===== config.mk =====
export PLATFORM = sky130hd
export DESIGN_NAME = radio_clock_status_display
export DESIGN_NICKNAME = d
export VERILOG_FILES = /design/src/verilog/radio_clock_pkg.sv /design/src/verilog/radio_clock_status_display.sv
export SDC_FILE = /design/constraint.sdc
export NUM_CORES = 1
export LEC_CHECK = 0
export BUFFER_PORTS_ARGS = -buffer_cell sky130_fd_sc_hd__buf_2
export CAP_MARGIN = 20
export CORE_MARGIN = 2
export CORE_UTILIZATION = 37
export DETAILED_ROUTE_END_ITERATION = 7
export HOLD_SLACK_MARGIN = 0.12
export MAX_ROUTING_LAYER = met4
export PLACE_DENSITY = 0.59
export SYNTH_ARGS = -nofsm -noshare
export SYNTH_HDL_FRONTEND = slang
export SYNTH_SLANG_ARGS = --single-unit

===== constraint.sdc =====
create_clock -name clk -period 7.1 [get_ports clk]
set_input_delay 0.71 -clock clk [delete_from_list [all_inputs] [get_ports clk]]
set_output_delay 0.71 -clock clk [all_outputs]
set_load 0.1 [all_outputs]

===== src/verilog/radio_clock_pkg.sv =====
// constants, types and register map of the radio clock status and display block
package radio_clock_pkg;

    // clock and time figures
    localparam int unsigned CLK_HZ          = 200_000_000;
    localparam int unsigned HALF_SEC_CYCLES = CLK_HZ / 2;
    localparam int unsigned LOCK_LOSS_S     = 16;
    localparam int unsigned COLON_FLASH_MIN = 92;
    localparam int unsigned FULL_FLASH_H    = 22;
    localparam int unsigned FRAME_INFO_S    = 35;
    localparam logic [16:0] COLON_FLASH_SEC = 17'(COLON_FLASH_MIN * 60);
    localparam logic [16:0] FULL_FLASH_SEC  = 17'(FULL_FLASH_H * 3600);
    localparam logic [4:0]  LOCK_LOSS_SEC   = 5'(LOCK_LOSS_S);
    localparam logic [5:0]  FRAME_INFO_SEC  = 6'(FRAME_INFO_S);
    localparam logic [8:0]  DAYS_PER_YEAR   = 9'h16e;
    localparam logic [3:0]  MAX_OFFSET      = 4'hb;

    // register byte offsets
    localparam logic [7:0] OFS_CTRL     = 8'h00;
    localparam logic [7:0] OFS_STATUS   = 8'h04;
    localparam logic [7:0] OFS_TIME     = 8'h08;
    localparam logic [7:0] OFS_INT_STAT = 8'h0c;
    localparam logic [7:0] OFS_INT_MASK = 8'h10;

    // control fields and reset values
    localparam int unsigned CTRL_OFFSET_LSB = 0;
    localparam int unsigned CTRL_FMT12_BIT  = 4;
    localparam logic [3:0]  OFFSET_RESET    = 4'h0;
    localparam logic        FMT12_RESET     = 1'b0;

    // interrupt event bits
    localparam int unsigned NUM_EVENTS   = 5;
    localparam int unsigned EV_LOCK_ON   = 0;
    localparam int unsigned EV_LOCK_OFF  = 1;
    localparam int unsigned EV_SYNCED    = 2;
    localparam int unsigned EV_COLON_FL  = 3;
    localparam int unsigned EV_FULL_FL   = 4;
    localparam logic [NUM_EVENTS-1:0] INT_RESET = 5'h00;

    // time of year as carried by frames and outputs
    typedef struct packed {
        logic [8:0] day;
        logic [4:0] hour;
        logic [5:0] minute;
        logic [5:0] second;
    } tod_s;

    localparam tod_s TOD_RESET = '{day: 9'h001, hour: 5'h00, minute: 6'h00, second: 6'h00};

    // power-up colon sequence, one-hot
    typedef enum logic [2:0] {
        COL_ON  = 3'b001,
        COL_OFF = 3'b010,
        COL_RUN = 3'b100
    } colon_e;

endpackage : radio_clock_pkg


===== src/verilog/radio_clock_status_display.sv =====
// status, lock indicator, display blanking and offset logic of the radio clock
//
// Design decisions made here: the address map and the AHB-Lite slave port.
`timescale 1ns/1ps
`default_nettype none
module radio_clock_status_display #(
    parameter int unsigned HALF_SEC = radio_clock_pkg::HALF_SEC_CYCLES  // cycles per half second
) (
    input  wire logic                  clk,          // 200 MHz
    input  wire logic                  resetn,       // async reset, active low
    input  wire logic                  lockPin,      // carrier phase lock from front end
    input  wire logic                  frameStrobe,  // one decoded minute frame ready
    input  wire radio_clock_pkg::tod_s frameTime,    // decoded day, hour, minute
    input  wire logic                  hsel,         // ahb select
    input  wire logic [31:0]           haddr,        // ahb address
    input  wire logic [1:0]            htrans,       // ahb transfer type
    input  wire logic                  hwrite,       // ahb write
    input  wire logic [2:0]            hsize,        // ahb size
    input  wire logic [31:0]           hwdata,       // ahb write data
    input  wire logic                  hready,       // ahb bus ready
    output logic [31:0]                hrdata,       // ahb read data
    output logic                       hreadyout,    // ahb slave ready
    output logic                       hresp,        // ahb response, always okay
    output logic                       carrier_lock_indicator, // lock led
    output logic                       colonOn,      // colon segments lit
    output logic                       digitsOn,     // digit segments lit
    output radio_clock_pkg::tod_s      dispTime,     // corrected time to display
    output radio_clock_pkg::tod_s      outTime,      // corrected time to outputs
    output logic                       irq           // level interrupt
);
    import radio_clock_pkg::*;

    // reset release through two flops
    logic rstMeta_q, rstSync_q;
    always_ff @(posedge clk or negedge resetn) begin
        if (!resetn) begin
            rstMeta_q <= 1'b0;
            rstSync_q <= 1'b0;
        end else begin
            rstMeta_q <= 1'b1;
            rstSync_q <= rstMeta_q;
        end
    end
    wire logic rstn = rstSync_q;

    // lock pin synchroniser
    logic lockMeta_q, lockSync_q;
    always_ff @(posedge clk or negedge rstn) begin
        if (!rstn) begin
            lockMeta_q <= 1'b0;
            lockSync_q <= 1'b0;
        end else begin
            lockMeta_q <= lockPin;
            lockSync_q <= lockMeta_q;
        end
    end

    // advances a time value by one minute, day wraps after the last day of year
    function automatic tod_s nextMinute(input tod_s t);
        tod_s r;
        r = t;
        r.second = 6'h00;
        if (t.minute == 6'h3b) begin
            r.minute = 6'h00;
            if (t.hour == 5'h17) begin
                r.hour = 5'h00;
                r.day  = (t.day == DAYS_PER_YEAR) ? 9'h001 : 9'(t.day + 9'h001);
            end else begin
                r.hour = 5'(t.hour + 5'h01);
            end
        end else begin
            r.minute = 6'(t.minute + 6'h01);
        end
        return r;
    endfunction : nextMinute

    // state registers
    logic [31:0]           halfCnt_q, halfCnt_d;
    logic                  halfPh_q, halfPh_d;
    logic [4:0]            lossSec_q, lossSec_d;
    logic                  led_q, led_d;
    colon_e                colSt_q, colSt_d;
    tod_s                  tod_q, tod_d;
    tod_s                  prevFrame_q, prevFrame_d, prevNext;
    logic                  prevValid_q, prevValid_d;
    logic                  synced_q, synced_d;
    logic [16:0]           unlockAcc_q, unlockAcc_d;
    logic [3:0]            offset_q, offset_d;
    logic                  fmt12_q, fmt12_d;
    logic [NUM_EVENTS-1:0] intStat_q, intStat_d;
    logic [NUM_EVENTS-1:0] intMask_q, intMask_d;
    logic                  wrPend_q, wrPend_d;
    logic [7:0]            wrAddr_q, wrAddr_d;
    logic [31:0]           rdata_q, rdata_d;
    logic                  colon_q, colon_d;
    logic                  digits_q, digits_d;
    tod_s                  disp_q, disp_d;
    logic                  irq_q, irq_d;

    logic                  halfTick, secTick, match, colonFl, fullFl;
    logic [NUM_EVENTS-1:0] events;
    logic [4:0]            hrLocal;
    logic [8:0]            dayLocal;
    logic [8:0]            dayDec;
    logic [4:0]            hrWrap;

    // half-second time base; a full second ends on every second half tick
    always_comb begin
        halfTick  = (halfCnt_q == HALF_SEC - 1);
        secTick   = halfTick && halfPh_q;
        halfCnt_d = halfTick ? 32'h0000_0000 : halfCnt_q + 32'h0000_0001;
        halfPh_d  = halfTick ? ~halfPh_q : halfPh_q;
    end

    // lock indicator with loss hold-off counted in seconds
    always_comb begin
        lossSec_d = lossSec_q;
        led_d     = led_q;
        if (lockSync_q) begin
            lossSec_d = 5'h00;
            led_d     = 1'b1;
        end else if (secTick && led_q) begin
            lossSec_d = 5'(lossSec_q + 5'h01);
            if (lossSec_q == LOCK_LOSS_SEC) begin
                led_d = 1'b0;
            end
        end
    end

    // frame pairing: a frame must follow the stored one by exactly one minute
    always_comb begin
        prevNext    = nextMinute(prevFrame_q);
        match       = frameStrobe && lockSync_q && prevValid_q
                      && (frameTime[25:6] == prevNext[25:6]);
        prevFrame_d = prevFrame_q;
        prevValid_d = prevValid_q;
        if (frameStrobe) begin
            prevFrame_d = frameTime;
            prevValid_d = lockSync_q;
        end
        if (!lockSync_q) begin
            prevValid_d = 1'b0;
        end
    end

    // running clock, display validity and unlocked-time accumulator
    always_comb begin
        tod_d       = tod_q;
        synced_d    = synced_q;
        unlockAcc_d = unlockAcc_q;
        if (match) begin
            tod_d        = frameTime;
            tod_d.second = FRAME_INFO_SEC;                // info ends at second 35
            synced_d     = 1'b1;
            unlockAcc_d  = 17'h00000;
        end else if (secTick) begin
            if (tod_q.second == 6'h3b) begin
                tod_d = nextMinute(tod_q);
            end else begin
                tod_d.second = 6'(tod_q.second + 6'h01);
            end
            if (synced_q && !lockSync_q && unlockAcc_q != FULL_FLASH_SEC) begin
                unlockAcc_d = 17'(unlockAcc_q + 17'h00001);
            end
        end
        colonFl = synced_q && (unlockAcc_q >= COLON_FLASH_SEC);
        fullFl  = synced_q && (unlockAcc_q >= FULL_FLASH_SEC);
    end

    // power-up colon sequence: on for a half second, off for a half second, then steady
    always_comb begin
        colSt_d = colSt_q;
        case (colSt_q)
            COL_ON: begin
                if (halfTick) colSt_d = COL_OFF;
            end
            COL_OFF: begin
                if (halfTick) colSt_d = COL_RUN;
            end
            COL_RUN: begin
                colSt_d = COL_RUN;
            end
            default: begin
                colSt_d = COL_ON;
            end
        endcase
    end

    // segment enables; flashing uses the half-second phase
    always_comb begin
        colon_d  = (colSt_q != COL_OFF);
        digits_d = synced_q;
        if (colonFl || fullFl) begin
            colon_d = halfPh_q;
        end
        if (fullFl) begin
            digits_d = halfPh_q;
        end
    end

    // offset subtraction with day borrow, then 12-hour mapping
    always_comb begin
        dayDec   = (tod_q.day == 9'h001) ? DAYS_PER_YEAR : 9'(tod_q.day - 9'h001);
        hrWrap   = 5'(tod_q.hour + 5'h18 - {1'b0, offset_q});
        hrLocal  = 5'(tod_q.hour - {1'b0, offset_q});
        dayLocal = tod_q.day;
        if (tod_q.hour < {1'b0, offset_q}) begin
            hrLocal  = hrWrap;
            dayLocal = dayDec;
        end
        if (fmt12_q) begin
            if (hrLocal == 5'h00) begin
                hrLocal = 5'h0c;
            end else if (hrLocal > 5'h0c) begin
                hrLocal = 5'(hrLocal - 5'h0c);
            end
        end
        disp_d        = tod_q;
        disp_d.hour   = hrLocal;
        disp_d.day    = dayLocal;
    end

    // interrupt events, set wins over a write-one clear in the same cycle
    always_comb begin
        events              = '0;
        events[EV_LOCK_ON]  = led_d && !led_q;
        events[EV_LOCK_OFF] = !led_d && led_q;
        events[EV_SYNCED]   = match && !synced_q;
        events[EV_COLON_FL] = synced_q && (unlockAcc_d == COLON_FLASH_SEC)
                              && (unlockAcc_q != COLON_FLASH_SEC);
        events[EV_FULL_FL]  = synced_q && (unlockAcc_d == FULL_FLASH_SEC)
                              && (unlockAcc_q != FULL_FLASH_SEC);
    end

    // ahb slave: zero wait states, write applied in the data phase
    always_comb begin
        wrPend_d  = 1'b0;
        wrAddr_d  = wrAddr_q;
        rdata_d   = 32'h0000_0000;
        offset_d  = offset_q;
        fmt12_d   = fmt12_q;
        intMask_d = intMask_q;
        intStat_d = intStat_q;
        if (wrPend_q) begin
            if (wrAddr_q == OFS_CTRL) begin
                offset_d = (hwdata[CTRL_OFFSET_LSB +: 4] > MAX_OFFSET)
                           ? MAX_OFFSET : hwdata[CTRL_OFFSET_LSB +: 4];
                fmt12_d  = hwdata[CTRL_FMT12_BIT];
            end else if (wrAddr_q == OFS_INT_STAT) begin
                intStat_d = intStat_q & ~hwdata[NUM_EVENTS-1:0];
            end else if (wrAddr_q == OFS_INT_MASK) begin
                intMask_d = hwdata[NUM_EVENTS-1:0];
            end
        end
        intStat_d = intStat_d | events;
        if (hsel && htrans[1] && hready) begin
            wrPend_d = hwrite;
            wrAddr_d = haddr[7:0];
            if (!hwrite) begin
                if (haddr[7:0] == OFS_CTRL) begin
                    rdata_d = {27'h0, fmt12_q, offset_q};
                end else if (haddr[7:0] == OFS_STATUS) begin
                    rdata_d = {25'h0, colSt_q == COL_RUN, fullFl, colonFl, prevValid_q,
                               synced_q, led_q, lockSync_q};
                end else if (haddr[7:0] == OFS_TIME) begin
                    rdata_d = {6'h0, disp_q};
                end else if (haddr[7:0] == OFS_INT_STAT) begin
                    rdata_d = {27'h0, intStat_q};
                end else if (haddr[7:0] == OFS_INT_MASK) begin
                    rdata_d = {27'h0, intMask_q};
                end else begin
                    rdata_d = 32'h0000_0000;              // unmapped reads zero
                end
            end
        end
        irq_d = |(intStat_d & intMask_d);
    end

    // all state registers
    always_ff @(posedge clk or negedge rstn) begin
        if (!rstn) begin
            halfCnt_q   <= 32'h0000_0000;
            halfPh_q    <= 1'b0;
            lossSec_q   <= 5'h00;
            led_q       <= 1'b0;
            colSt_q     <= COL_ON;
            tod_q       <= TOD_RESET;
            prevFrame_q <= TOD_RESET;
            prevValid_q <= 1'b0;
            synced_q    <= 1'b0;
            unlockAcc_q <= 17'h00000;
            offset_q    <= OFFSET_RESET;
            fmt12_q     <= FMT12_RESET;
            intStat_q   <= INT_RESET;
            intMask_q   <= INT_RESET;
            wrPend_q    <= 1'b0;
            wrAddr_q    <= 8'h00;
            rdata_q     <= 32'h0000_0000;
            colon_q     <= 1'b1;
            digits_q    <= 1'b0;
            disp_q      <= TOD_RESET;
            irq_q       <= 1'b0;
        end else begin
            halfCnt_q   <= halfCnt_d;
            halfPh_q    <= halfPh_d;
            lossSec_q   <= lossSec_d;
            led_q       <= led_d;
            colSt_q     <= colSt_d;
            tod_q       <= tod_d;
            prevFrame_q <= prevFrame_d;
            prevValid_q <= prevValid_d;
            synced_q    <= synced_d;
            unlockAcc_q <= unlockAcc_d;
            offset_q    <= offset_d;
            fmt12_q     <= fmt12_d;
            intStat_q   <= intStat_d;
            intMask_q   <= intMask_d;
            wrPend_q    <= wrPend_d;
            wrAddr_q    <= wrAddr_d;
            rdata_q     <= rdata_d;
            colon_q     <= colon_d;
            digits_q    <= digits_d;
            disp_q      <= disp_d;
            irq_q       <= irq_d;
        end
    end

    // outputs straight from flops except hresp, tied to okay; the electrical output shares the display copy
    assign hrdata                 = rdata_q;
    assign hreadyout              = rstSync_q;
    assign hresp                  = 1'b0;
    assign carrier_lock_indicator = led_q;
    assign colonOn                = colon_q;
    assign digitsOn               = digits_q;
    assign dispTime               = disp_q;
    assign outTime                = disp_q;
    assign irq                    = irq_q;

endmodule : radio_clock_status_display
`default_nettype wire


[After elaboration in Yosys (flattened, before gate mapping)]
Cells that the tools add are included.
Word-level totals
  register bits after elaboration: 196
  input port bits: 102
  output and inout bits: 90
  word-level logic and storage cells: 175
Operators by class
  add/subtract/negate cells: 15
  $lt $le $gt $ge: 5
  eq/ne operators: 28
  multiplexer cells: 52
  bitwise operators: 5
  reductions and logical operators: 37
Operators with widths (count)
  2-to-1 mux 26 bit: 7
  2-to-1 mux 5 bit: 17
  2-to-1 mux 9 bit: 6
  2-to-1 mux 17 bit: 3
  adder 32 x 1 -> 32 bit, second input constant: 1
  == test 32 x 27 -> 1 bit, second input constant: 1
  2-to-1 mux 32 bit: 1
  2-to-1 mux 14 bit: 2
  == test 8 x 4 -> 1 bit, second input constant: 3
  == test 20 bit: 1
  2-to-1 mux 20 bit: 1
  adder 6 x 1 -> 6 bit, second input constant: 3
  adder 9 x 1 -> 9 bit, second input constant: 2
  == test 6 bit, second input constant: 3
  == test 9 bit, second input constant: 2
  logical AND 1 bit: 18
  2-to-1 mux 6 bit: 3
  adder 17 x 1 -> 17 bit, second input constant: 1
  == test 17 x 13 -> 1 bit, second input constant: 1
  == test 17 bit, second input constant: 1
  >= comparator 17 x 13 -> 1 bit, second input constant: 1
  >= comparator 17 bit, second input constant: 1
  != test 17 x 13 -> 1 bit, second input constant: 1
  != test 17 bit, second input constant: 1
  other kinds (34): 61

[Logic depth before layout (Yosys ltp)]
Gate-level depths: netlist of the first run.
  depth after elaboration: 13
  mapped depth: 15
  mapped depth without buffers: 14

[Least setup slack after synthesis of the first run]
OpenSTA, ideal clock, no wires.
  path type: register -> output
  from: reg rstSync_q (netlist: hreadyout)
  to: out hreadyout
  arrival time: 4943 ps
  required time: 6390 ps
  slack: 1447 ps
  stages on the path, launching flop included: 1
  buffers on the path: 0
  cell sequence: dfrtp_1
RTL lines
  from (decl): line radio_clock_status_display.sv:34  | logic rstMeta_q, rstSync_q;
  from (signal assigned): line radio_clock_status_display.sv:41  | rstSync_q <= rstMeta_q;
  to (decl): line radio_clock_status_display.sv:22  | output logic hreadyout,
No word-level cell between the ends.

[Final worst setup path of the first run]
  from: reg prevFrame_q[6] (netlist name)
  to: reg irq_q (netlist: irq)
Between the ends
  longest elaborated chain between the ends: 11
  elaborated cells between the ends (all ways): 17
  classes of those cells: add/sub: 1; eq/ne: 4; mux: 3; bitwise: 2; reduce/logical: 7
Ends and longest elaborated chain
  from (decl): line radio_clock_status_display.sv:84  | tod_s prevFrame_q, prevFrame_d, prevNext;
  from (signal assigned): line radio_clock_status_display.sv:310  | prevFrame_q <= prevFrame_d;
  adder 6 x 1 -> 6 bit / == test 6 bit (equally long branches): line radio_clock_status_display.sv:72, radio_clock_status_display.sv:63
  2-to-1 mux 6 bit / 2-to-1 mux 14 bit (equally long branches): line radio_clock_status_display.sv:63  | if (t.minute == 6'h3b) begin
  == test 20 bit *: line radio_clock_status_display.sv:134  | && (frameTime[25:6] == prevNext[25:6]);
  logical AND 1 bit *: line radio_clock_status_display.sv:134
  2-to-1 mux 17 bit: line radio_clock_status_display.sv:151  | if (match) begin
  == test 17 x 13 -> 1 bit / == test 17 bit (equally long branches): line radio_clock_status_display.sv:229, radio_clock_status_display.sv:231
  logical AND 1 bit, on equally long branches: line radio_clock_status_display.sv:229, radio_clock_status_display.sv:231
  logical AND 1 bit, on equally long branches: line radio_clock_status_display.sv:230, radio_clock_status_display.sv:232
  OR 5 bit *: line radio_clock_status_display.sv:255  | intStat_d = intStat_d | events;
  bitwise AND 5 bit *: line radio_clock_status_display.sv:276  | irq_d = |(intStat_d & intMask_d);
  OR reduction 5 bit *: line radio_clock_status_display.sv:276
  named net irq_d: line radio_clock_status_display.sv:98  | logic irq_q, irq_d;
  to (signal assigned): line radio_clock_status_display.sv:324  | irq_q <= irq_d;
  to (decl): line radio_clock_status_display.sv:98
Mark *: on every way through the listed nets, which the timed path passes. The rest lies on a longest branch.
A chain may end at the register's enable or synchronous reset.

==> results.py, run 1 <==
metrics = {
    "routing": {
        "num_vias": 8122,
        "detail-route-antenna-nets": 0,
        "drt_pass1_iterations": 5,
        "wire_per_inst_um": 15.4,
        "postRouteWirelength_um": 24600,
        "drtIter0Drc": 466,
        "drcViolationCount": 0,
        "avgViaCountPerCell": 5.08,
    },
    "sta": {
        "timing_worst_slew_pin_value_ns": 0.870,
        "finalCritPeriodShare": 0.605,
        "grt_setup_unrepaired": "no",
        "timing.final.setup_violations": 0,
        "worst_slew_margin_rel": 0.420,
        "period_minus_slack_ns": 4.29,
        "setup_total_negative_slack_ns": 0,
        "max_freq_mhz": 233,
        "fin_skew_ns": 0.00874,
        "hold_viol": 0,
        "timing.final.max_slew_violations": 0,
    },
    "place": {
        "detailedPlacementHpwl_um": 17900,
        "gpl.final_weighted_congestion": 0.892,
        "port_buffers": 123,
    },
    "critical_path": {
        "critical-path-max-stage-delay_ns": 0.82,
        "crit_path_cell_trace": "ha_1 > and3_1 > nand3_1 > o21a_1 > o221a_2 > a2111oi_0 > and4_2 > buf_4 > or4_4 > o21ai_1",
        "critical_path.n_buffers_inverters": 1,
        "worstPathRequired_ns": 7.41,
        "worst_ep_arrival_time_ns": 4.60,
        "worst_path_dominant_cell_family": "simple AND/OR/NAND/NOR gates",
        "cp-end-kind": "flop",
        "crit_fanout": 39,
        "r2r_start": "prevFrame_q[6]$_DFFE_PN0P_",
        "timing.critical_path.slowest_stage_cell": "sky130_fd_sc_hd__and4_2",
        "timing.setup.critical_path_class": "flop to flop",
        "crit_path_start": "prevFrame_q[6]$_DFFE_PN0P_",
        "crit_path_start_kind": "flop",
    },
    "layout": {
        "fillers": 2870,
        "area_growth_syn_to_layout_pct": 13.3,
        "finalNetCount": 1330,
        "layout-drive-gt1-share": 0.197,
    },
    "global_routing": {
        "grt_first_pass_wirelength_um": 40800,
        "first_global_vias": 7871,
        "grt-ovfl-total": 0,
        "grt_start_max_net_pins": 69,
        "grt_util_all_layers": 0.172,
        "antenna_found_initial": 3,
    },
    "synthesis": {
        "ys_seq_elements": 190,
        "synth_cell_types": 80,
        "synth-edff-count": 0,
        "synth-async-reset-ratio": 1.00,
        "portion_of_synthesized_cell_area_occupied_by_the_leading_cell_type": 0.434,
        "post_synth_main_area_contributors": "sky130_fd_sc_hd__dfrtp_1 (43%), sky130_fd_sc_hd__mux2_2 (4.2%), sky130_fd_sc_hd__nand2_1 (3.5%)",
        "synth.most_common_cell": "sky130_fd_sc_hd__dfrtp_1",
        "synth.yosys.warnings": 0,
        "post-synth-top-area-cell": "sky130_fd_sc_hd__dfrtp_1",
        "ys_seq_area_frac": 0.447,
        "synthesis.area_sq_um": 10700,
        "syn_inst": 1114,
        "ys_dominant_reg_cell": "sky130_fd_sc_hd__dfrtp_1",
        "synthesis.area_per_instance_sq_um": 9.57,
        "ys_top_cells_by_count": "sky130_fd_sc_hd__dfrtp_1 (185), sky130_fd_sc_hd__nand2_1 (100), sky130_fd_sc_hd__nor2_1 (100), sky130_fd_sc_hd__o21ai_0 (57), sky130_fd_sc_hd__nand3_1 (50)",
    },
    "floorplanning": {
        "placementRows": 62,
        "die-area_sq_um": 30200,
        "die_h_um": 174,
        "boundaryPins": 192,
        "core_sq_um": 28500,
        "floorplan.die.width_um": 174,
        "initial_utilization": 0.373,
    },
    "pwr": {
        "power_density_nw_per_um2": 208,
        "power.ir.vdd_worst_mv": 0.167,
        "power.static_leakage_nw": 5.27,
        "finalPower_mw": 2.52,
    },
    "clocking": {
        "cts_max_path_buffers": 2,
        "cts_inserted_buffers": 17,
        "clock_tree_from_tritoncts": "done",
        "cts_root_buf": "sky130_fd_sc_hd__clkbuf_16",
        "cts.htree.levels": 4,
        "clkLatencyLatePin_ns": 0.43,
        "ctsResizeCount": 0,
        "tritoncts_num_sinks": 190,
        "path_clk_slew_ns": 0.07,
    },
    "run": {
        "drv_cap": 0,
    },
    "status": {
        "status": "finished, final reports clean",
    },
    "hold_path": {
        "worst_hold_path_type": "flop to flop",
        "holdCritStartpoint": "rstMeta_q$_DFF_PN0_",
    },
}
area by class of cell:
| type | instances | area (sq um) | area share |
|---|---|---|---|
| Clock inverter | 12 | 184 | 0.0152 |
| Antenna cell | 3 | 7.51 | 0.000622 |
| Clock buffer | 20 | 457 | 0.0378 |
| Sequential cell | 190 | 4760 | 0.395 |
| Multi-Input combinational cell | 813 | 5340 | 0.442 |
| Tap cell | 384 | 480 | 0.0398 |
| Inverter | 45 | 169 | 0.0140 |
| Timing Repair Buffer | 131 | 676 | 0.0559 |
routing by layer:
metal | share of wire | up-vias | wire length, um | global-route usage
li1 | - | 4055 | - | -
met1 | 0.49 | 3868 | 12100 | 0.239
met2 | 0.45 | 171 | 11100 | 0.257
met3 | 0.037 | 28 | 900 | 0.0300
met4 | 0.015 | 0 | 366 | 0.0522
met5 | 0 | - | 0 | -
sequential cells by signal (all words and copies together) (netlist names), 4 cells and up:
signal,count
dispTime,26
halfCnt_q,32
hrdata,26
unlockAcc_q,17
lossSec_q,5
disp_d,12
wrAddr_q,8
intStat_q,5
offset_q,4
intMask_q,5
prevFrame_q,20
tod_q,14
worst paths after layout:
check | end | slack (ns) | cells past startpoint
min | hreadyout$_DFF_PN0_ | 0.35 | 0
max in group asynchronous | fmt12_q$_DFFE_PN0P_ | 5.27 | 1
max reg2reg | irq$_DFF_PN0_ | 2.81 | 10
max | irq$_DFF_PN0_ | 2.81 | 10
min reg2reg | hreadyout$_DFF_PN0_ | 0.35 | 0
min in group asynchronous | halfCnt_q[22]$_DFF_PN0_ | 0.44 | 0
logic make-up (layout without fill, tap and decap cells):
family / count (synthesis) / count (layout) / synth area share
flops: 190 / 190 / 0.447
xor+xnor: 71 / 71 / 0.0584
fa+ha+maj: 30 / 30 / 0.0380
compound gates: 194 / 194 / 0.117
other cells: 2 / 11 / 0.000705
simple gates: 457 / 457 / 0.230
buf+inv: 117 / 208 / 0.0549
mux: 53 / 53 / 0.0546
placed cells by master (no fill, tap or decap), types with 17 or more instances in the layout:
master and count:
sky130_fd_sc_hd__buf_2 124, sky130_fd_sc_hd__nor3_1 24, sky130_fd_sc_hd__nand3_1 50, sky130_fd_sc_hd__nand4_1 23, sky130_fd_sc_hd__inv_1 45, sky130_fd_sc_hd__xnor2_1 40
sky130_fd_sc_hd__o21ai_0 57, sky130_fd_sc_hd__a21oi_1 45, sky130_fd_sc_hd__xor2_1 31, sky130_fd_sc_hd__and3_1 24, sky130_fd_sc_hd__nand2_1 100, sky130_fd_sc_hd__clkbuf_16 17
sky130_fd_sc_hd__dfrtp_1 184, sky130_fd_sc_hd__mux2_2 40, sky130_fd_sc_hd__and2_1 25, sky130_fd_sc_hd__ha_1 26, sky130_fd_sc_hd__nor2_1 100
stage by stage:
stage,util,instances,cell area [sq um],setup WS [ns],hold WS (ns)
2_1_floorplan,-,1120,10700,0.598,0.331
3_3_place_gp,0.400,1561,11400,2.93,0.333
3_5_place_dp,0.400,1562,11400,2.83,0.338
4_1_cts,0.423,1595,12100,2.82,0.355
5_1_grt,0.423,1598,12100,2.42,0.358
6_report,0.423,1598,12100,2.81,0.352
power breakdown:
group | total, mW | leakage, nW | switching, mW | internal [mW]
Combinational | 0.319 | 2.74 | 0.223 | 0.0960
Sequential | 1.16 | 2.22 | 0.0427 | 1.12
Clock | 1.04 | 0.307 | 0.426 | 0.612
Total | 2.52 | 5.27 | 0.692 | 1.82
worst register-to-register path, cell delays in order, from the launching register on:
cell and delay (ns):
sky130_fd_sc_hd__dfrtp_1 0.49, sky130_fd_sc_hd__ha_1 0.29, sky130_fd_sc_hd__and3_1 0.22, sky130_fd_sc_hd__nand3_1 0.49, sky130_fd_sc_hd__o21a_1 0.37, sky130_fd_sc_hd__o221a_2 0.27, sky130_fd_sc_hd__a2111oi_0 0.55, sky130_fd_sc_hd__and4_2 0.82
sky130_fd_sc_hd__buf_4 0.38, sky130_fd_sc_hd__or4_4 0.21, sky130_fd_sc_hd__o21ai_1 0.08
timing repair:
action	in CTS	in global routing
hold buffers	1	0
setup buffers	0	0
endpoints found under the hold margin	2	0
Note: power is estimated with default switching activity, not from simulation.
==> run 2, diff against run 1 <==
ABC_AREA = 1   (was unset)
PLACE_DENSITY = 0.61   (was 0.59)
clock period = 3.89 ns   (was 7.1 ns; I/O delays follow)
==> results.py, run 2 <==
metrics = {
    "status": {
        "status": "finished, final reports clean",
    },
    "critical_path": {
        "cp-end-kind": "flop",
        "crit_path_cell_trace": "ha_1 > nand3_1 > nor2_4 > nand2_1 > nand2_1 > nand2_1 > nand2_1 > nand2_1 > nor2_1 > nand3_1 > nor2_2 > nand2_4 > o21ai_0 > nand2_1 > nor2_1 > nand3_1 > nand2_1 > nand2_1 > nand3_1",
        "crit_path_start_kind": "flop",
        "timing.critical_path.slowest_stage_cell": "sky130_fd_sc_hd__dfrtp_1",
        "critical-path-max-stage-delay_ns": 0.40,
        "cpMostUsedCell": "sky130_fd_sc_hd__nand2_1",
        "worstPathRequired_ns": 4.25,
        "worst_ep_arrival_time_ns": 3.69,
        "timing.setup.critical_path_class": "flop to flop",
        "crit_fanout": 45,
    },
    "global_routing": {
        "first_global_vias": 9191,
        "grt_first_pass_wirelength_um": 46000,
        "grt_start_max_net_pins": 189,
        "grt_util_all_layers": 0.186,
        "grt-ovfl-total": 0,
        "antenna_found_initial": 6,
    },
    "routing": {
        "detail-route-antenna-nets": 0,
        "num_vias": 10024,
        "wire_per_inst_um": 13.7,
        "drcViolationCount": 0,
        "postRouteWirelength_um": 28200,
        "drtIter0Drc": 739,
        "avgViaCountPerCell": 4.87,
        "drt_pass1_iterations": 5,
    },
    "place": {
        "gpl.final_weighted_congestion": 0.932,
        "detailedPlace.worstSlack_ns": 0.610,
        "place_inst": 2019,
        "detailedPlacementHpwl_um": 21200,
        "port_buffers": 123,
    },
    "pwr": {
        "power_density_nw_per_um2": 376,
        "share_comb_of_total_power": 0.194,
        "seq_power_share": 0.446,
        "clkPwrFrac": 0.360,
        "power.ir.vdd_worst_mv": 0.341,
        "finalPower_mw": 4.79,
        "internal_power_mw": 3.20,
        "switching_share": 0.333,
        "power.static_leakage_nw": 6.60,
        "net-switching-power_mw": 1.59,
    },
    "synthesis": {
        "post_synth_main_area_contributors": "sky130_fd_sc_hd__dfrtp_1 (41%), sky130_fd_sc_hd__nand2_1 (12%), sky130_fd_sc_hd__inv_1 (7.5%)",
        "portion_of_synthesized_cell_area_occupied_by_the_leading_cell_type": 0.408,
        "synth-edff-count": 0,
        "ys_dominant_reg_cell": "sky130_fd_sc_hd__dfrtp_1",
        "ys_seq_area_frac": 0.420,
        "syn_inst": 1549,
        "synthesis.area_sq_um": 11300,
        "post-synth-top-area-cell": "sky130_fd_sc_hd__dfrtp_1",
        "synth.yosys.warnings": 0,
        "synth.most_common_cell": "sky130_fd_sc_hd__nand2_1",
        "ys_top_cells_by_count": "sky130_fd_sc_hd__nand2_1 (357), sky130_fd_sc_hd__inv_1 (227), sky130_fd_sc_hd__nor2_1 (207), sky130_fd_sc_hd__dfrtp_1 (185), sky130_fd_sc_hd__nand3_1 (106)",
        "ys_seq_elements": 190,
        "synthesis.area_per_instance_sq_um": 7.32,
        "synth_cell_types": 53,
        "synth-async-reset-ratio": 1.00,
    },
    "run": {
        "drv_cap": 0,
    },
    "clocking": {
        "cts.htree.levels": 4,
        "cts_max_path_buffers": 2,
        "tritoncts_num_sinks": 190,
        "clock_tree_from_tritoncts": "done",
        "path_clk_slew_ns": 0.07,
        "clkLatencyLatePin_ns": 0.44,
        "hold_buffers": 2,
        "ctsResizeCount": 0,
        "cts_root_buf": "sky130_fd_sc_hd__clkbuf_16",
        "cts_setup_buffers": 0,
        "cts_inserted_buffers": 17,
    },
    "sta": {
        "setup_total_negative_slack_ns": 0,
        "finalCritPeriodShare": 0.857,
        "max_freq_mhz": 300,
        "final_critical_path_setup_slack_ns": 0.555,
        "grt_setup_unrepaired": "no",
        "period_minus_slack_ns": 3.33,
        "fin_skew_ns": 0.0110,
        "timing_worst_slew_pin_value_ns": 1.09,
        "timing.final.setup_violations": 0,
        "worst_slew_margin_rel": 0.270,
        "hold_viol": 0,
        "timing.final.max_slew_violations": 0,
    },
    "floorplanning": {
        "core_sq_um": 30300,
        "boundaryPins": 192,
        "floorplan.die.width_um": 179,
        "placementRows": 64,
        "initial_utilization": 0.374,
        "die_h_um": 179,
        "die-area_sq_um": 32100,
    },
    "layout": {
        "mostFrequentLayoutCell": "sky130_fd_sc_hd__nand2_1",
        "area_growth_syn_to_layout_pct": 12.2,
        "finalNetCount": 1776,
        "largest_register_ff_count": 32,
        "layout-drive-gt1-share": 0.118,
        "largest-register": "halfCnt_q",
        "instances_no_fill": 2060,
        "layout.cells.most_common_list": "sky130_fd_sc_hd__nand2_1 (357), sky130_fd_sc_hd__inv_1 (227), sky130_fd_sc_hd__nor2_1 (207)",
    },
    "hold_path": {
        "worst_hold_path_type": "input pin to flop",
    },
}
[run 2: cell types whose count changed in the layout (fill, tap and decap cells not counted), moves of 23 or more]
cell	previous run	this run
sky130_fd_sc_hd__and2_1	25	0
sky130_fd_sc_hd__inv_1	45	227
sky130_fd_sc_hd__nor2_1	100	207
sky130_fd_sc_hd__and3_1	24	1
sky130_fd_sc_hd__xnor2_1	40	8
sky130_fd_sc_hd__mux2_2	40	0
sky130_fd_sc_hd__o21ai_0	57	103
sky130_fd_sc_hd__nand2_1	100	357
sky130_fd_sc_hd__nand3_1	50	106
[run 2: power groups by stage]
stage | sequential (mW) | clock, mW | combinational [mW]
2_1_floorplan | 2.35 | 0 | 0.597
3_3_place_gp | 2.17 | 0 | 0.913
3_5_place_dp | 2.17 | 0 | 0.932
4_1_cts | 2.14 | 1.77 | 0.937
5_1_grt | 2.15 | 1.84 | 1.02
6_report | 2.14 | 1.72 | 0.927
[run 2: worst paths after layout]
| check | cells after the start | slack, ns | start | to |
|---|---|---|---|---|
| min in group asynchronous | 2 | 0.25 | resetn | hreadyout$_DFF_PN0_ |
| max reg2reg | 19 | 0.56 | prevFrame_q[7]$_DFFE_PN0P_ | irq$_DFF_PN0_ |
| max | 19 | 0.56 | prevFrame_q[7]$_DFFE_PN0P_ | irq$_DFF_PN0_ |
| min reg2reg | 0 | 0.36 | rstMeta_q$_DFF_PN0_ | hreadyout$_DFF_PN0_ |
| min | 3 | 0.17 | hwrite | wrPend_q$_DFF_PN0_ |
| max in group asynchronous | 1 | 2.56 | hreadyout$_DFF_PN0_ | dispTime[12]$_DFF_PN0_ |
[run 2: cell families (layout without fill, tap and decap cells)]
group,after synthesis,count (layout),synth area share
other,2,16,0.000662
XOR/XNOR,33,33,0.0255
adder cells (fa/ha/maj),30,30,0.0358
multiplexers,3,3,0.00265
buffers and inverters,297,398,0.116
AND/OR/NAND/NOR,787,787,0.298
AO/OA/AOI/OAI,207,207,0.102
flip-flops,190,190,0.420
[run 2: worst max-delay path: cells and delay by family (launching register included)]
family          cells  cell delay [ns]
fa+ha+maj           1             0.29
simple gates       17             2.36
flops               1             0.40
compound gates      1             0.18
[run 2: layer usage]
layer | vias to the layer above | GRT usage | part of all wire
li1 | 5134 | - | -
met1 | 4633 | 0.250 | 0.49
met2 | 229 | 0.286 | 0.45
met3 | 28 | 0.0377 | 0.053
met4 | 0 | 0.0467 | 0.011
met5 | - | - | 0
[run 2: final cells by class]
class | instances | area [sq um]
tap | 396 | 495
inverter | 236 | 886
antenna | 8 | 20.0
fill | 3141 | 17600
multi-input combinational | 1068 | 5290
sequential | 190 | 4760
timing repair buffer | 131 | 693
clock buffer | 19 | 443
clock inverter | 12 | 131
[run 2: stage by stage]
stage | instance area, sq um | utilization | hold WS, ns
6_report | 12700 | 0.419 | 0.169
5_1_grt | 12700 | 0.419 | 0.173
4_1_cts | 12700 | 0.419 | 0.153
3_5_place_dp | 12100 | 0.399 | 0.181
3_3_place_gp | 12100 | 0.399 | 0.175
2_1_floorplan | 11400 | - | 0.0934
==> run 3, diff against run 2 <==
ABC_AREA = 0   (was 1)
CTS_BUF_LIST = sky130_fd_sc_hd__clkbuf_8 sky130_fd_sc_hd__clkbuf_16   (was unset)
==> results.py, run 3 (synthesized netlist as in run 1, its figures left out) <==
metrics = {
    "layout": {
        "largest_register_ff_count": 32,
        "finalNetCount": 1345,
        "layout-drive-gt1-share": 0.206,
        "multi_input_comb_area_sq_um": 5340,
        "fillers": 2832,
        "layout.cells.most_common_list": "sky130_fd_sc_hd__dfrtp_1 (184), sky130_fd_sc_hd__buf_2 (123), sky130_fd_sc_hd__nor2_1 (100), sky130_fd_sc_hd__nand2_1 (100), sky130_fd_sc_hd__o21ai_0 (57)",
        "area_growth_syn_to_layout_pct": 14.1,
        "mostFrequentLayoutCell": "sky130_fd_sc_hd__dfrtp_1",
        "instances_no_fill": 1614,
        "largest-register": "halfCnt_q",
        "final-seq-area_sq_um": 4760,
    },
    "floorplanning": {
        "initial_utilization": 0.373,
        "boundaryPins": 192,
        "core_sq_um": 28500,
        "placementRows": 62,
        "die_h_um": 174,
        "floorplan.die.width_um": 174,
        "die-area_sq_um": 30200,
    },
    "pwr": {
        "switching_share": 0.298,
        "power.ir.vdd_worst_mv": 0.306,
        "share_comb_of_total_power": 0.134,
        "seq_power_share": 0.471,
        "power_density_nw_per_um2": 368,
        "internal_power_mw": 3.14,
        "power.static_leakage_nw": 5.32,
        "net-switching-power_mw": 1.33,
        "clkPwrFrac": 0.395,
    },
    "place": {
        "gpl.final_weighted_congestion": 0.873,
        "detailedPlacementHpwl_um": 18300,
        "port_buffers": 123,
        "place_inst": 1575,
    },
    "hold_path": {
        "worst_hold_path_type": "input pin to flop",
        "whs_path_depth": 3,
        "timing.hold.worst_endpoint": "tod_q[23]$_DFFE_PN0P_",
        "holdCritStartpoint": "frameTime[23]",
    },
    "global_routing": {
        "grt-ovfl-total": 0,
        "grt_start_max_net_pins": 74,
        "grt_util_all_layers": 0.173,
        "grt_first_pass_wirelength_um": 41000,
        "antenna_found_initial": 4,
        "first_global_vias": 7957,
    },
    "critical_path": {
        "r2r.worst_path.cells": 10,
        "rrSetupSlack_ns": 0.26,
        "r2r-end": "intStat_q[4]$_DFF_PN0_",
        "worstPathRequired_ns": 4.22,
        "crit_path_start_kind": "flop",
        "timing.setup.critical_path_class": "flop to flop",
        "worst_ep_arrival_time_ns": 3.96,
        "cp-end-kind": "flop",
        "r2r_start": "prevFrame_q[18]$_DFFE_PN0P_",
        "crit_fanout": 45,
    },
    "clocking": {
        "path_clk_slew_ns": 0.08,
        "clkLatencyLatePin_ns": 0.44,
        "ctsResizeCount": 0,
        "cts_inserted_buffers": 17,
        "cts_setup_buffers": 0,
        "tritoncts_num_sinks": 190,
        "cts.htree.levels": 4,
        "cts_root_buf": "sky130_fd_sc_hd__clkbuf_16",
        "cts_max_path_buffers": 2,
        "clock_tree_from_tritoncts": "done",
    },
    "routing": {
        "drtIter0Drc": 465,
        "wire_per_inst_um": 15.3,
        "avgViaCountPerCell": 5.13,
        "num_vias": 8284,
        "drt_pass1_iterations": 5,
        "detail-route-antenna-nets": 0,
        "postRouteWirelength_um": 24700,
        "drcViolationCount": 0,
    },
    "sta": {
        "setup_total_negative_slack_ns": 0,
        "whs_ns": 0.202,
        "timing.final.max_slew_violations": 0,
        "grt_setup_unrepaired": "no",
        "max_freq_mhz": 275,
        "timing.final.setup_violations": 0,
        "fin_skew_ns": 0.0115,
        "period_minus_slack_ns": 3.63,
        "finalCritPeriodShare": 0.934,
        "timing_worst_slew_pin_value_ns": 0.884,
        "worst_slew_margin_rel": 0.411,
        "hold_viol": 0,
    },
    "status": {
        "status": "finished, final reports clean",
    },
    "run": {
        "drv_cap": 0,
    },
}
## run 3: worst max-delay path by stage
| stage | start | end | slack, ns |
|---|---|---|---|
| 2_1_floorplan | hreadyout$_DFF_PN0_ | carrier_lock_indicator$_DFF_PN0_ | 0.32 |
| 3_3_place_gp | prevFrame_q[17]$_DFFE_PN1P_ | intStat_q[4]$_DFF_PN0_ | 0.43 |
| 3_5_place_dp | prevFrame_q[18]$_DFFE_PN0P_ | intStat_q[4]$_DFF_PN0_ | 0.36 |
| 4_1_cts | prevFrame_q[17]$_DFFE_PN1P_ | intStat_q[4]$_DFF_PN0_ | 0.34 |
| 5_1_grt | prevFrame_q[17]$_DFFE_PN1P_ | intStat_q[4]$_DFF_PN0_ | 0.04 |
| 6_report | prevFrame_q[18]$_DFFE_PN0P_ | intStat_q[4]$_DFF_PN0_ | 0.26 |
## run 3: worst max-delay path, stage by stage, from the launching register on
cell	delay [ns]
sky130_fd_sc_hd__dfrtp_1	0.46
sky130_fd_sc_hd__ha_1	0.18
sky130_fd_sc_hd__nor4bb_1	0.55
sky130_fd_sc_hd__nand2_1	0.39
sky130_fd_sc_hd__a211oi_1	0.33
sky130_fd_sc_hd__or3_1	0.15
sky130_fd_sc_hd__a221oi_1	0.10
sky130_fd_sc_hd__and4_2	0.25
sky130_fd_sc_hd__buf_12	0.18
sky130_fd_sc_hd__or4_4	0.58
sky130_fd_sc_hd__o41ai_2	0.34
## run 3: what timing repair did
action                                  CTS  global route
hold endpoints to repair                  3             0
hold buffers                              2             0
endpoints found under the setup margin    0             0
## run 3: layout make-up
cell class | instances | area share
antenna | 4 | 0.000823
clock buffer | 17 | 0.0350
clock inverter | 15 | 0.0139
inverter | 45 | 0.0139
multi-input combinational | 813 | 0.439
sequential | 190 | 0.392
tap | 384 | 0.0395
timing repair buffer | 146 | 0.0661
## run 3: metrics by stage
stage	power, mW	utilization	cell area, sq um	setup WS, ns
4_1_cts	4.54	0.425	12100	0.345
3_3_place_gp	2.73	0.404	11500	0.435
5_1_grt	4.68	0.426	12200	0.0398
3_5_place_dp	2.74	0.404	11500	0.363
2_1_floorplan	2.62	-	10700	0.316
6_report	4.47	0.426	12200	0.259
## run 3: layer usage
metal  global-route usage  vias to the layer above  routed length (um)
met5                    -                        -                   0
met4               0.0606                        0                 504
met3               0.0329                       32                1030
met2                0.263                      180               11200
met1                0.232                     3972               11900
li1                     -                     4100                   -
## run 3: power groups by stage
stage / clock, mW / sequential, mW / combinational, mW
after global placement: 0 / 2.14 / 0.589
after global routing: 1.91 / 2.12 / 0.651
after floorplan: 0 / 2.24 / 0.381
after detailed placement: 0 / 2.15 / 0.598
after CTS: 1.83 / 2.11 / 0.601
final: 1.77 / 2.11 / 0.598
